[config.mk]
export PLATFORM = sky130hd
export DESIGN_NAME = pilc_top
export DESIGN_NICKNAME = d
export VERILOG_FILES = /design/src/rtl/pilc_pkg.sv /design/src/rtl/pilc_top.sv
export SDC_FILE = /design/constraint.sdc
export NUM_CORES = 2
export LEC_CHECK = 0
export BUFFER_PORTS_ARGS = -buffer_cell sky130_fd_sc_hd__buf_2
export CORE_UTILIZATION = 35
export DETAILED_ROUTE_END_ITERATION = 12
export SYNTH_ARGS = -nofsm -noshare
export SYNTH_HDL_FRONTEND = slang
export SYNTH_SLANG_ARGS = --single-unit
export TNS_END_PERCENT = 100
[constraint.sdc]
create_clock -name clk_sys_i -period 207 [get_ports clk_sys_i]
set_input_delay 10.35 -clock clk_sys_i [delete_from_list [all_inputs] [get_ports clk_sys_i]]
set_output_delay 10.35 -clock clk_sys_i [all_outputs]
set_load 0.01 [all_outputs]
[src/rtl/pilc_pkg.sv]
// Package with register map, field layout and reset values of the PI loop controller.
package pilc_pkg;

  // ==========================================================================
  // Widths
  localparam int unsigned DATA_W = 10;
  localparam int unsigned GAIN_W = 16;
  localparam int unsigned ACC_W  = 24;

  // ==========================================================================
  // Register word addresses on the Avalon-MM bus
  localparam logic [3:0] ADDR_CTRL      = 4'h0;
  localparam logic [3:0] ADDR_TARGET    = 4'h1;
  localparam logic [3:0] ADDR_PGAIN     = 4'h2;
  localparam logic [3:0] ADDR_IGAIN     = 4'h3;
  localparam logic [3:0] ADDR_MAXOUT    = 4'h4;
  localparam logic [3:0] ADDR_MINOUT    = 4'h5;
  localparam logic [3:0] ADDR_OFFSET    = 4'h6;
  localparam logic [3:0] ADDR_CFG       = 4'h7;
  localparam logic [3:0] ADDR_FAULTVAL  = 4'h8;
  localparam logic [3:0] ADDR_TRIP      = 4'h9;
  localparam logic [3:0] ADDR_TRIGGER   = 4'ha;
  localparam logic [3:0] ADDR_STATUS    = 4'hb;

  // ==========================================================================
  // Control word values and bit positions
  localparam logic [15:0] CTRL_STOP_VAL  = 16'h0004;
  localparam int unsigned CTRL_RUN_BIT   = 0;
  localparam int unsigned CFG_POL_BIT    = 0;
  localparam int unsigned CFG_IMP_BIT    = 1;
  localparam int unsigned TRIG_NVM_BIT   = 0;

  // ==========================================================================
  // Reset values
  localparam logic [9:0]  RST_TARGET   = 10'h200;
  localparam logic [15:0] RST_PGAIN    = 16'h0064;
  localparam logic [15:0] RST_IGAIN    = 16'h0000;
  localparam logic [9:0]  RST_MAXOUT   = 10'h3ff;
  localparam logic [9:0]  RST_MINOUT   = 10'h000;
  localparam logic [9:0]  RST_OFFSET   = 10'h0bf;
  localparam logic [9:0]  RST_FAULTVAL = 10'h000;
  localparam logic [9:0]  RST_TRIP     = 10'h200;

  // ==========================================================================
  // Timing
  localparam int unsigned CLK_HZ         = 100_000_000;
  localparam int unsigned LOOP_PERIOD_US = 10;
  localparam int unsigned LOOP_CYCLES    = LOOP_PERIOD_US * (CLK_HZ / 1_000_000);

  // ==========================================================================
  // Types
  typedef enum logic [1:0] {
    PILC_IDLE  = 2'b00,
    PILC_SAMPLE = 2'b01,
    PILC_CALC  = 2'b11,
    PILC_APPLY = 2'b10
  } pilc_state_t;

  typedef struct packed {
    logic [9:0] target;
    logic [9:0] offset;
  } pilc_dyn_t;

  typedef struct packed {
    logic [15:0] pgain;
    logic [15:0] igain;
    logic [9:0]  maxout;
    logic [9:0]  minout;
    logic [9:0]  faultval;
    logic [9:0]  trip;
    logic        polarity;
    logic        imp_sel;
  } pilc_static_t;

endpackage

[src/rtl/pilc_top.sv]
// PI loop controller: register slave, control sequencer and output clamp.
//
// The register offsets and the Avalon-MM interface to the registers are this design's own decisions.
`timescale 1ns/10ps

// Summary of operation
// - Measurement comes from sense input zero; result drives output channel one.
// - Channel two compares; a trip forces channel one to the fault value.
// - Error equals 10-bit target minus the sensed sample in input codes.
// - Proportional term is error times the 16-bit proportional gain.
// - Integral term is accumulated error divided by the 16-bit inverse gain.
// - An inverse integral gain of zero disables the integral term.
// - Outside a fault, output never exceeds the programmed 10-bit upper limit.
// - Outside a fault, output never falls below the programmed 10-bit lower limit, unless that limit exceeds the upper limit, which then wins.
// - Nominal offset appears at output when both terms are zero.
// - Polarity bit inverts loop phase when set.
// - 10-bit fault value is the output while the comparator is tripped.
// - Impedance select: 0 gives high impedance, 1 finite impedance.
// - 10-bit trip level sets the fault comparator threshold.
// - Writing the control word with bit 0 set starts the loop sequencer.
// - Setting the store trigger commits parameters to nonvolatile memory.
// - Static parameters are nonvolatile; dynamic target and offset are not.
module pilc_top #(
  parameter int unsigned LOOP_CYCLES_P = pilc_pkg::LOOP_CYCLES
) (
  input  wire logic        clk_sys_i,
  input  wire logic        rst_i,
  input  wire logic [3:0]  avs_address_i,
  input  wire logic        avs_read_i,
  input  wire logic        avs_write_i,
  input  wire logic [31:0] avs_writedata_i,
  output logic [31:0]      avs_readdata_o,
  output logic             avs_waitrequest_o,
  input  wire logic [9:0]  sense_input_i,
  input  wire logic [9:0]  clamp_comparator_input_i,
  output logic [9:0]       loop_output_pin_o,
  output logic             sense_imp_sel_o,
  output logic             nvm_store_o,
  input  wire logic        nvm_busy_i,
  output pilc_pkg::pilc_static_t nvm_image_o
);

  // ==========================================================================
  // Saturation helper.
  function automatic logic signed [pilc_pkg::ACC_W-1:0] sat_add(
    input logic signed [pilc_pkg::ACC_W-1:0] a,
    input logic signed [pilc_pkg::ACC_W-1:0] b
  );
    logic signed [pilc_pkg::ACC_W:0] s;
    s = {a[pilc_pkg::ACC_W-1], a} + {b[pilc_pkg::ACC_W-1], b};
    if (s[pilc_pkg::ACC_W] != s[pilc_pkg::ACC_W-1]) begin
      sat_add = s[pilc_pkg::ACC_W] ? {1'b1, {(pilc_pkg::ACC_W-1){1'b0}}}
                                   : {1'b0, {(pilc_pkg::ACC_W-1){1'b1}}};
    end else begin
      sat_add = s[pilc_pkg::ACC_W-1:0];
    end
  endfunction

  // ==========================================================================
  // Registers.
  pilc_pkg::pilc_static_t stat_q;
  pilc_pkg::pilc_dyn_t    dyn_q;
  logic                   run_q;
  logic                   ack_q;
  logic                   nvm_store_q;
  logic [31:0]            rdata_q;
  logic                   wr_fire;
  logic                   rd_fire;

  assign wr_fire           = avs_write_i && ack_q;
  assign rd_fire           = avs_read_i && !ack_q;
  assign avs_waitrequest_o = (avs_read_i || avs_write_i) && !ack_q;
  assign avs_readdata_o    = rdata_q;

  // One wait state: a write takes effect at the edge where waitrequest is low.
  // Reads are fetched one cycle earlier so that the data stand at that edge.
  always_ff @(posedge clk_sys_i) begin
    if (rst_i) begin
      ack_q <= 1'b0;
    end else begin
      ack_q <= (avs_read_i || avs_write_i) && !ack_q;
    end
  end

  always_ff @(posedge clk_sys_i) begin
    if (rst_i) begin
      stat_q.pgain    <= pilc_pkg::RST_PGAIN;
      stat_q.igain    <= pilc_pkg::RST_IGAIN;
      stat_q.maxout   <= pilc_pkg::RST_MAXOUT;
      stat_q.minout   <= pilc_pkg::RST_MINOUT;
      stat_q.faultval <= pilc_pkg::RST_FAULTVAL;
      stat_q.trip     <= pilc_pkg::RST_TRIP;
      stat_q.polarity <= 1'b0;
      stat_q.imp_sel  <= 1'b0;
      dyn_q.target    <= pilc_pkg::RST_TARGET;
      dyn_q.offset    <= pilc_pkg::RST_OFFSET;
    end else if (wr_fire) begin
      unique case (avs_address_i)
        pilc_pkg::ADDR_TARGET:   dyn_q.target    <= avs_writedata_i[9:0];
        pilc_pkg::ADDR_PGAIN:    stat_q.pgain    <= avs_writedata_i[15:0];
        pilc_pkg::ADDR_IGAIN:    stat_q.igain    <= avs_writedata_i[15:0];
        pilc_pkg::ADDR_MAXOUT:   stat_q.maxout   <= avs_writedata_i[9:0];
        pilc_pkg::ADDR_MINOUT:   stat_q.minout   <= avs_writedata_i[9:0];
        pilc_pkg::ADDR_OFFSET:   dyn_q.offset    <= avs_writedata_i[9:0];
        pilc_pkg::ADDR_FAULTVAL: stat_q.faultval <= avs_writedata_i[9:0];
        pilc_pkg::ADDR_TRIP:     stat_q.trip     <= avs_writedata_i[9:0];
        pilc_pkg::ADDR_CFG: begin
          stat_q.polarity <= avs_writedata_i[pilc_pkg::CFG_POL_BIT];
          stat_q.imp_sel  <= avs_writedata_i[pilc_pkg::CFG_IMP_BIT];
        end
        default: ;
      endcase
    end
  end

  // Any write of the control word with bit 0 set starts; 0004h stops.
  always_ff @(posedge clk_sys_i) begin
    if (rst_i) begin
      run_q <= 1'b0;
    end else if (wr_fire && avs_address_i == pilc_pkg::ADDR_CTRL) begin
      run_q <= avs_writedata_i[pilc_pkg::CTRL_RUN_BIT];
    end
  end

  // Store trigger: one-cycle pulse toward the nonvolatile memory.
  always_ff @(posedge clk_sys_i) begin
    if (rst_i) begin
      nvm_store_q <= 1'b0;
    end else begin
      nvm_store_q <= wr_fire && avs_address_i == pilc_pkg::ADDR_TRIGGER
                     && avs_writedata_i[pilc_pkg::TRIG_NVM_BIT];
    end
  end
  assign nvm_store_o     = nvm_store_q;
  assign nvm_image_o     = stat_q;
  assign sense_imp_sel_o = stat_q.imp_sel;

  // ==========================================================================
  // Loop sequencer.
  pilc_pkg::pilc_state_t state_q;
  logic [31:0]           tick_q;
  logic [9:0]            sample_q;
  logic [9:0]            out_q;
  logic                  fault_q;
  logic signed [pilc_pkg::ACC_W-1:0] acc_q;
  logic signed [10:0]    err;
  logic signed [pilc_pkg::ACC_W-1:0] err_x;
  logic signed [pilc_pkg::ACC_W+16:0] p_term;
  logic signed [pilc_pkg::ACC_W+16:0] i_term;
  logic signed [pilc_pkg::ACC_W+16:0] sum;
  logic signed [pilc_pkg::ACC_W+16:0] signed_sum;
  logic [9:0]            clamped;

  assign err   = $signed({1'b0, dyn_q.target}) - $signed({1'b0, sample_q});
  assign err_x = {{(pilc_pkg::ACC_W-11){err[10]}}, err};

  always_comb begin
    p_term = $signed({{(pilc_pkg::ACC_W+6){err[10]}}, err})
             * $signed({{(pilc_pkg::ACC_W+1){1'b0}}, stat_q.pgain});
    if (stat_q.igain == 16'h0000) begin
      i_term = '0;
    end else begin
      i_term = $signed({{17{acc_q[pilc_pkg::ACC_W-1]}}, acc_q})
               / $signed({{(pilc_pkg::ACC_W+1){1'b0}}, stat_q.igain});
    end
    signed_sum = stat_q.polarity ? -(p_term + i_term) : (p_term + i_term);
    sum = $signed({{(pilc_pkg::ACC_W+7){1'b0}}, dyn_q.offset}) + signed_sum;
    if (sum > $signed({{(pilc_pkg::ACC_W+7){1'b0}}, stat_q.maxout})) begin
      clamped = stat_q.maxout;
    end else if (sum < $signed({{(pilc_pkg::ACC_W+7){1'b0}}, stat_q.minout})) begin
      clamped = (stat_q.minout > stat_q.maxout) ? stat_q.maxout : stat_q.minout;
    end else begin
      clamped = sum[9:0];
    end
  end

  always_ff @(posedge clk_sys_i) begin
    if (rst_i) begin
      state_q <= pilc_pkg::PILC_IDLE;
      tick_q  <= 32'h0;
    end else if (!run_q) begin
      state_q <= pilc_pkg::PILC_IDLE;
      tick_q  <= 32'h0;
    end else begin
      unique case (state_q)
        pilc_pkg::PILC_IDLE: begin
          if (tick_q == 32'h0) begin
            state_q <= pilc_pkg::PILC_SAMPLE;
            tick_q  <= LOOP_CYCLES_P - 32'h1;
          end else begin
            tick_q <= tick_q - 32'h1;
          end
        end
        pilc_pkg::PILC_SAMPLE: state_q <= pilc_pkg::PILC_CALC;
        pilc_pkg::PILC_CALC:   state_q <= pilc_pkg::PILC_APPLY;
        pilc_pkg::PILC_APPLY: begin
          state_q <= pilc_pkg::PILC_IDLE;
          tick_q  <= tick_q - 32'h3;
        end
      endcase
    end
  end

  always_ff @(posedge clk_sys_i) begin
    if (rst_i) begin
      sample_q <= 10'h000;
    end else if (state_q == pilc_pkg::PILC_SAMPLE) begin
      sample_q <= sense_input_i;
    end
  end

  always_ff @(posedge clk_sys_i) begin
    if (rst_i || !run_q) begin
      acc_q <= '0;
    end else if (state_q == pilc_pkg::PILC_CALC && stat_q.igain != 16'h0000) begin
      acc_q <= sat_add(acc_q, err_x);
    end
  end

  always_ff @(posedge clk_sys_i) begin
    if (rst_i) begin
      fault_q <= 1'b0;
    end else begin
      fault_q <= clamp_comparator_input_i > stat_q.trip;
    end
  end

  always_ff @(posedge clk_sys_i) begin
    if (rst_i) begin
      out_q <= pilc_pkg::RST_MINOUT;
    end else if (fault_q) begin
      out_q <= stat_q.faultval;
    end else if (state_q == pilc_pkg::PILC_APPLY) begin
      out_q <= clamped;
    end
  end
  assign loop_output_pin_o = out_q;

  always_ff @(posedge clk_sys_i) begin
    if (rst_i) begin
      rdata_q <= 32'h0;
    end else if (rd_fire) begin
      unique case (avs_address_i)
        pilc_pkg::ADDR_CTRL:     rdata_q <= {31'h0, run_q};
        pilc_pkg::ADDR_TARGET:   rdata_q <= {22'h0, dyn_q.target};
        pilc_pkg::ADDR_PGAIN:    rdata_q <= {16'h0, stat_q.pgain};
        pilc_pkg::ADDR_IGAIN:    rdata_q <= {16'h0, stat_q.igain};
        pilc_pkg::ADDR_MAXOUT:   rdata_q <= {22'h0, stat_q.maxout};
        pilc_pkg::ADDR_MINOUT:   rdata_q <= {22'h0, stat_q.minout};
        pilc_pkg::ADDR_OFFSET:   rdata_q <= {22'h0, dyn_q.offset};
        pilc_pkg::ADDR_CFG:      rdata_q <= {30'h0, stat_q.imp_sel, stat_q.polarity};
        pilc_pkg::ADDR_FAULTVAL: rdata_q <= {22'h0, stat_q.faultval};
        pilc_pkg::ADDR_TRIP:     rdata_q <= {22'h0, stat_q.trip};
        pilc_pkg::ADDR_STATUS:   rdata_q <= {20'h0, nvm_busy_i, fault_q, out_q};
        default:                 rdata_q <= 32'h0;
      endcase
    end
  end

  // ==========================================================================
  // Assertions.
  a_out_upper_limit: assert property (@(posedge clk_sys_i) disable iff (rst_i)
    (state_q == pilc_pkg::PILC_APPLY && !fault_q)
      |=> (loop_output_pin_o <= $past(stat_q.maxout)))
    else $error("output above upper limit");
  a_out_lower_limit: assert property (@(posedge clk_sys_i) disable iff (rst_i)
    (state_q == pilc_pkg::PILC_APPLY && !fault_q && stat_q.minout <= stat_q.maxout)
      |=> (loop_output_pin_o >= $past(stat_q.minout)))
    else $error("output below lower limit");
  a_fault_clamp_out: assert property (@(posedge clk_sys_i) disable iff (rst_i)
    fault_q |=> (loop_output_pin_o == $past(stat_q.faultval)))
    else $error("fault value not forced");
  a_trip_level_cmp: assert property (@(posedge clk_sys_i) disable iff (rst_i)
    (clamp_comparator_input_i > stat_q.trip) |=> fault_q)
    else $error("comparator did not trip");
  a_acc_clear_stop: assert property (@(posedge clk_sys_i) disable iff (rst_i)
    !run_q |=> (acc_q == '0))
    else $error("accumulator not cleared");
  a_igain_zero_hold: assert property (@(posedge clk_sys_i) disable iff (rst_i)
    (stat_q.igain == 16'h0000 && run_q) |=> $stable(acc_q) || !run_q)
    else $error("integral active with zero gain");
  a_start_runs_loop: assert property (@(posedge clk_sys_i) disable iff (rst_i)
    (wr_fire && !run_q && avs_address_i == pilc_pkg::ADDR_CTRL && avs_writedata_i[0])
      |=> ##1 (state_q == pilc_pkg::PILC_SAMPLE))
    else $error("sequencer did not start");
  a_offset_nominal_out: assert property (@(posedge clk_sys_i) disable iff (rst_i)
    (state_q == pilc_pkg::PILC_APPLY && !fault_q && p_term == '0 && i_term == '0
      && dyn_q.offset >= stat_q.minout && dyn_q.offset <= stat_q.maxout)
      |=> (loop_output_pin_o == $past(dyn_q.offset)))
    else $error("nominal offset not at output");
  a_nvm_store_pulse: assert property (@(posedge clk_sys_i) disable iff (rst_i)
    (wr_fire && avs_address_i == pilc_pkg::ADDR_TRIGGER && avs_writedata_i[0])
      |=> nvm_store_o ##1 !nvm_store_o)
    else $error("store trigger missing");
  a_imp_select_out: assert property (@(posedge clk_sys_i) disable iff (rst_i)
    (wr_fire && avs_address_i == pilc_pkg::ADDR_CFG)
      |=> (sense_imp_sel_o == $past(avs_writedata_i[1])))
    else $error("impedance select wrong");

endmodule

# Word level (Yosys, flattened, before mapping)
# Index checks and enable logic that the tools add are counted.
# totals
ff_bits,208
latchBits,0
ram_bits,0
romBits,0
in_bits,61
out_inout_bits,119
elab_cells,92
memories,0
# op_classes
n_addsub,7
multipliers,1
n_div,1
n_lt_le_gt_ge,4
eq_ne,16
shift,0
muxes,14
n_bitwise,1
reduce_logical,28
# op_table
op,n
$pmux W16 S11,1
$mux W41,2
$pmux W32 S2,1
$mux W10,5
$mux W24,2
$add A11 B41 Y41,1
$add A28 B41 Y41,1
$div A41 B17 Y41,1
$gt A41 B11 Y1,1
$lt A41 B11 Y1,1
$neg A41 Y41,1
$logic_not A32 Y1,1
$mux W32,1
$sub A32 B1 Y32 const B,1
$sub A32 B2 Y32 const B,1
$mul A11 B17 Y28,1
$add A24 B11 Y25,1
$gt A10 B10 Y1,2
$reduce_and A2 Y1,9
$eq A4 B3 Y1 const B,4
$eq A4 B4 Y1 const B,4
$logic_not A16 Y1,1
$reduce_bool A16 Y1,1
$sub A10 B10 Y11,1
other kinds (16),27

# Depth between registers and ports, before layout
# depth
depth_word,11
ltp_mapped,775
ltp_nobuf,706

# Worst setup path before layout
# OpenSTA, ideal clock, no wires.
# synth_path
path_type,reg-to-reg
startpoint,register stat_q (netlist bit nvm_image_o[42])
endpoint,"register out_q[2], in the netlist loop_output_pin_o[2]"
setup_ns,0.106
t_arrival_ns,148.395
t_required_ns,206.894
path_slack_ns,58.499
path_stages_with_launch,746
n_path_buf,78
synth_period_minus_slack_ns,148.501
cell_sequence,dfxtp_1 > inv_1 > ha_1 > o21a_1 > o211ai_1 > nor2_1 > ha_1 > o211a_1 > nor2_1 > mux2i_1 > nor2_1 > ha_1 > or4_1 > clkbuf_1 > nand3_1 > mux2_2 > ha_1 > a21oi_1 > [... 710 more ...] > xnor2_1 > or3_1 > or3_1 > or2_2 > nor2_1 > nand2_1 > or3_1 > clkbuf_1 > xnor2_1 > o31ai_1 > nand3_1 > a2111oi_0 > o221a_2 > o21ai_0 > nor3_1 > o2bb2ai_1 > o21ai_0 > o311ai_0
# synth_via
elab_chain_len,11
elab_cells_between_ends,13
classes_between,3 x add/sub; 1 x div; 2 x order compare; 6 x mux; 1 x reduce/logical
# synth_lines
element,line,source
"start, declared",pilc_top.sv:61,pilc_pkg::pilc_static_t stat_q;
$div A41 B17 Y41 / $logic_not A16 Y1 (equally long branches),"pilc_top.sv:164, pilc_top.sv:160",
$mux W41 (*),pilc_top.sv:160,if (stat_q.igain == 16'h0000) begin
$add A28 B41 Y41 (*),pilc_top.sv:166,signed_sum = stat_q.polarity ? -(p_term + i_term) : (p_term + i_term);
$neg A41 Y41,pilc_top.sv:166,
$mux W41 (*),pilc_top.sv:166,
$add A11 B41 Y41 (*),pilc_top.sv:167,"sum = $signed({{(pilc_pkg::ACC_W+7){1'b0}}, dyn_q.offset}) + signed_sum;"
$lt A41 B11 Y1,pilc_top.sv:170,"end else if (sum < $signed({{(pilc_pkg::ACC_W+7){1'b0}}, stat_q.minout})) begin"
$mux W10,pilc_top.sv:170,
$mux W10 (*),pilc_top.sv:168,"if (sum > $signed({{(pilc_pkg::ACC_W+7){1'b0}}, stat_q.maxout})) begin"
$mux W10 (*),pilc_top.sv:233,end else if (state_q == pilc_pkg::PILC_APPLY) begin
$mux W10 (*),pilc_top.sv:231,end else if (fault_q) begin
"end signal, assigned",pilc_top.sv:230,out_q <= pilc_pkg::RST_MINOUT;
"end signal, assigned",pilc_top.sv:232,out_q <= stat_q.faultval;
"end signal, assigned",pilc_top.sv:234,out_q <= clamped;
"end, declared",pilc_top.sv:143,logic [9:0] out_q;
# Every way passes the cells marked *; elsewhere a longest branch is shown, timed or not. The select of a mux whose other input is x is not followed.
# A chain may end at the register's enable or synchronous reset.

# Worst setup path after layout
# layout_path
startpoint,register stat_q (netlist bit nvm_image_o[43])
endpoint,"register out_q[3], in the netlist loop_output_pin_o[3]"
# Same word-level chain as after synthesis.

==> key figures <==
Outcome
  • Status: finished clean

Yosys
  • Synth Instances: 7777
  • Main flop type after synthesis: dfxtp_1
  • Synthesized area per cell: 7.19 µm²
  • Sequential element share of the synthesized area: 6.87%
  • Async set or reset register ratio after synthesis: 0%
  • Mapped cell area: 55900 µm²
  • Yosys warning total: 0
  • Post-synth cell types: 134
  • Post-synth EDFFs: 0
  • #FFs+latches synth: 192

Route
  • Wire per inst: 18.7 µm
  • DR vias/cell: 5.88
  • Via count: 58000
  • Pre-antenna DRT Iters: 6
  • Initial DRC count: 4299
  • Routed Antenna Nets: 0
  • Post-Route WL: 185 mm
  • DR DRC count: 0

Floorplan
  • Die Area: 161000 µm²
  • Die Span X: 402 µm
  • Ports: 180
  • Num rows: 146
  • Die height: 402 µm
  • Starting Density: 35.3%
  • Core area: 159000 µm²

Global route
  • Largest net degree at the start of global routing: 76
  • First-pass GRT wire length: 296 mm
  • GR Overflow Total: 0
  • Initial antenna violation count: 4
  • Vias in the first global route: 54900
  • GR Util All Layers: 22.2%

Finish
  • Design Area, Final: 59600 µm²
  • FILL cells: 16700
  • Share of layout cells above drive strength 1: 8.01%
  • Post-Layout Cell Count: 9874
  • Area grow syn2layout: 6.59%
  • Most common cell after layout, fill and taps aside: nand2_1
  • Most frequent cells in the layout: nand2_1, ha_1, nor2_1
  • Net total in the final layout: 8749

Clocking
  • CTS Sinks: 192
  • Post-CTS setup repair buffer count: 0
  • Clk_lat worst skew: 0.51 ns
  • Bufs on Longest Clock Path: 2
  • CTS tree: done
  • Htree depth: 4
  • Worst-path clk slew: 0.08 ns
  • CTS root buffer: clkbuf_16
  • Post-CTS Hold Fix Bufs: 0
  • Post-CTS sizing: 0
  • Num CTS Buffers: 17

STA
  • Final max-slew violation count: 0
  • Worst hold margin: 0.466 ns
  • Worst-margin pin slew: 1.23 ns
  • Finish-stage setup viols: 0
  • Fin Clk Skew: 0.0294 ns
  • Count of final hold-check violations: 0
  • Setup TNS: 0 ns
  • Minimum clock period after layout: 165.68 ns
  • RSZ-0062 raised after global routing: false
  • Max_slew headroom: 17.2%
  • FMAX: 6.04 MHz
  • Final period utilization: 80.0%

Placed design
  • Gpl congestion: 0.935
  • Port bufs: 147
  • Dpl cells: 9841
  • Area after DPL: 59000 µm²
  • Hpwl dp: 147 mm

Setup path
  • Critical path's largest stage delay: 0.94 ns
  • Crit-path most repeated cell: o21a_1
  • Kind of cell adding the most delay to the critical path: compound AO/OA/AOI/OAI gates
  • Critical path required time: 207.36 ns
  • Worst path arrival time: 166.05 ns
  • Critical path class: reg2reg
  • Crit-path slowest cell: or4_1
  • Crit-path max FO: 50
  • Worst Setup End Kind: register
  • Critical path buffers and inverters: 27
  • CP startpoint kind: register

Run
  • Max_cap viols: 0

Min path
  • Hold Crit Class: reg2reg
-- kinds of logic (layout without fill, tap and decap cells) --
logic type,after synthesis,after routing,synth area share [%]
xor gates and xnor gates,460,460,7.22
adders and majority gates,903,903,22.3
and+or+nand+nor,2977,2977,26.4
other,1,35,0.00671
buffers and inverters,714,705,5.12
AOI/OAI and AO/OA,2370,2370,29.0
DFF,192,192,6.87
muxes,160,160,3.11
-- sequential cells by signal, summed over array words and instances (netlist names) --
name and flops:
nvm_image_o 73, loop_output_pin_o 10, sense_imp_sel_o 1, dyn_q 20
sample_q 10, run_q 1, acc_q 24, state_q 2
nvm_store_o 1, avs_readdata_o 16, fault_q 1, tick_q 32
ack_q 1
-- tightest hold or removal path, cell delays in order (launching register included) --
cell	delay, ns
dfxtp_1	0.32
nand2_1	0.05
a21oi_1	0.05
-- layout make-up --
cell class	count	area [µm²]	share of cell area, %
Timing Repair Buffer	253	1530	2.57
Sequential cell	192	3850	6.45
Inverter	421	1580	2.65
Antenna cell	2	5.00	0.00840
Clock inverter	14	173	0.290
Tap cell	2072	2590	4.35
Multi-Input combinational cell	6903	49400	83.0
Clock buffer	17	425	0.714
-- cells in the mapped netlist (all sizes together) (28+ instances only) --
library cell / number / area, µm²
buf: 92 / 518
o21ai: 343 / 1730
nand4: 90 / 569
a21o: 141 / 1060
o211ai: 60 / 460
dfxtp: 192 / 3840
nand2: 895 / 3360
nor4: 88 / 699
a211o: 28 / 245
nor3: 429 / 2220
or2: 86 / 538
or4: 46 / 364
nor2: 667 / 2530
inv: 421 / 1580
o21a: 339 / 2540
clkbuf: 201 / 763
mux2: 106 / 1190
xnor2: 324 / 2840
nor2b: 79 / 494
mux2i: 54 / 544
a211oi: 74 / 588
nand2b: 96 / 601
fa: 156 / 3120
and2: 119 / 744
a31oi: 60 / 397
or3: 83 / 534
o22ai: 38 / 238
a21oi: 568 / 2850
ha: 744 / 9310
nand3: 137 / 701
o21bai: 86 / 646
xor2: 136 / 1200
a22oi: 53 / 398
and3: 56 / 350
o31ai: 222 / 1700
-- through the flow --
stage | setup slack [ns] | utilization (%)
finish | 41.32 | 37.6
global route | 28.58 | 37.6
CTS | 42.68 | 37.6
detailed placement | 43.20 | 37.2
global placement | 45.23 | 37.2
floorplan | 58.50 | -
-- per-layer routing --
layer	GRT usage (%)	vias up	wire, µm
met5	0	-	0
met4	5.27	0	4230
met3	1.67	217	9170
met2	37.2	1541	84000
met1	30.6	27600	87500
li1	-	28700	-
-- path summary, 6_finish.rpt --
| check | depth (start not counted) | slack [ns] | endpoint | from |
|---|---|---|---|---|
| worst min-delay path | 2 | 0.47 | sample_q[2] | sample_q[2] |
| worst max register to register | 679 | 41.32 | loop_output_pin_o[3] | nvm_image_o[43] |
| worst min register to register | 2 | 0.47 | sample_q[2] | sample_q[2] |
| worst max-delay path | 679 | 41.32 | loop_output_pin_o[3] | nvm_image_o[43] |
Power is left out: the tool's default activity adds up to more than one toggle a clock period on the data nets, which glitch-free logic cannot reach.
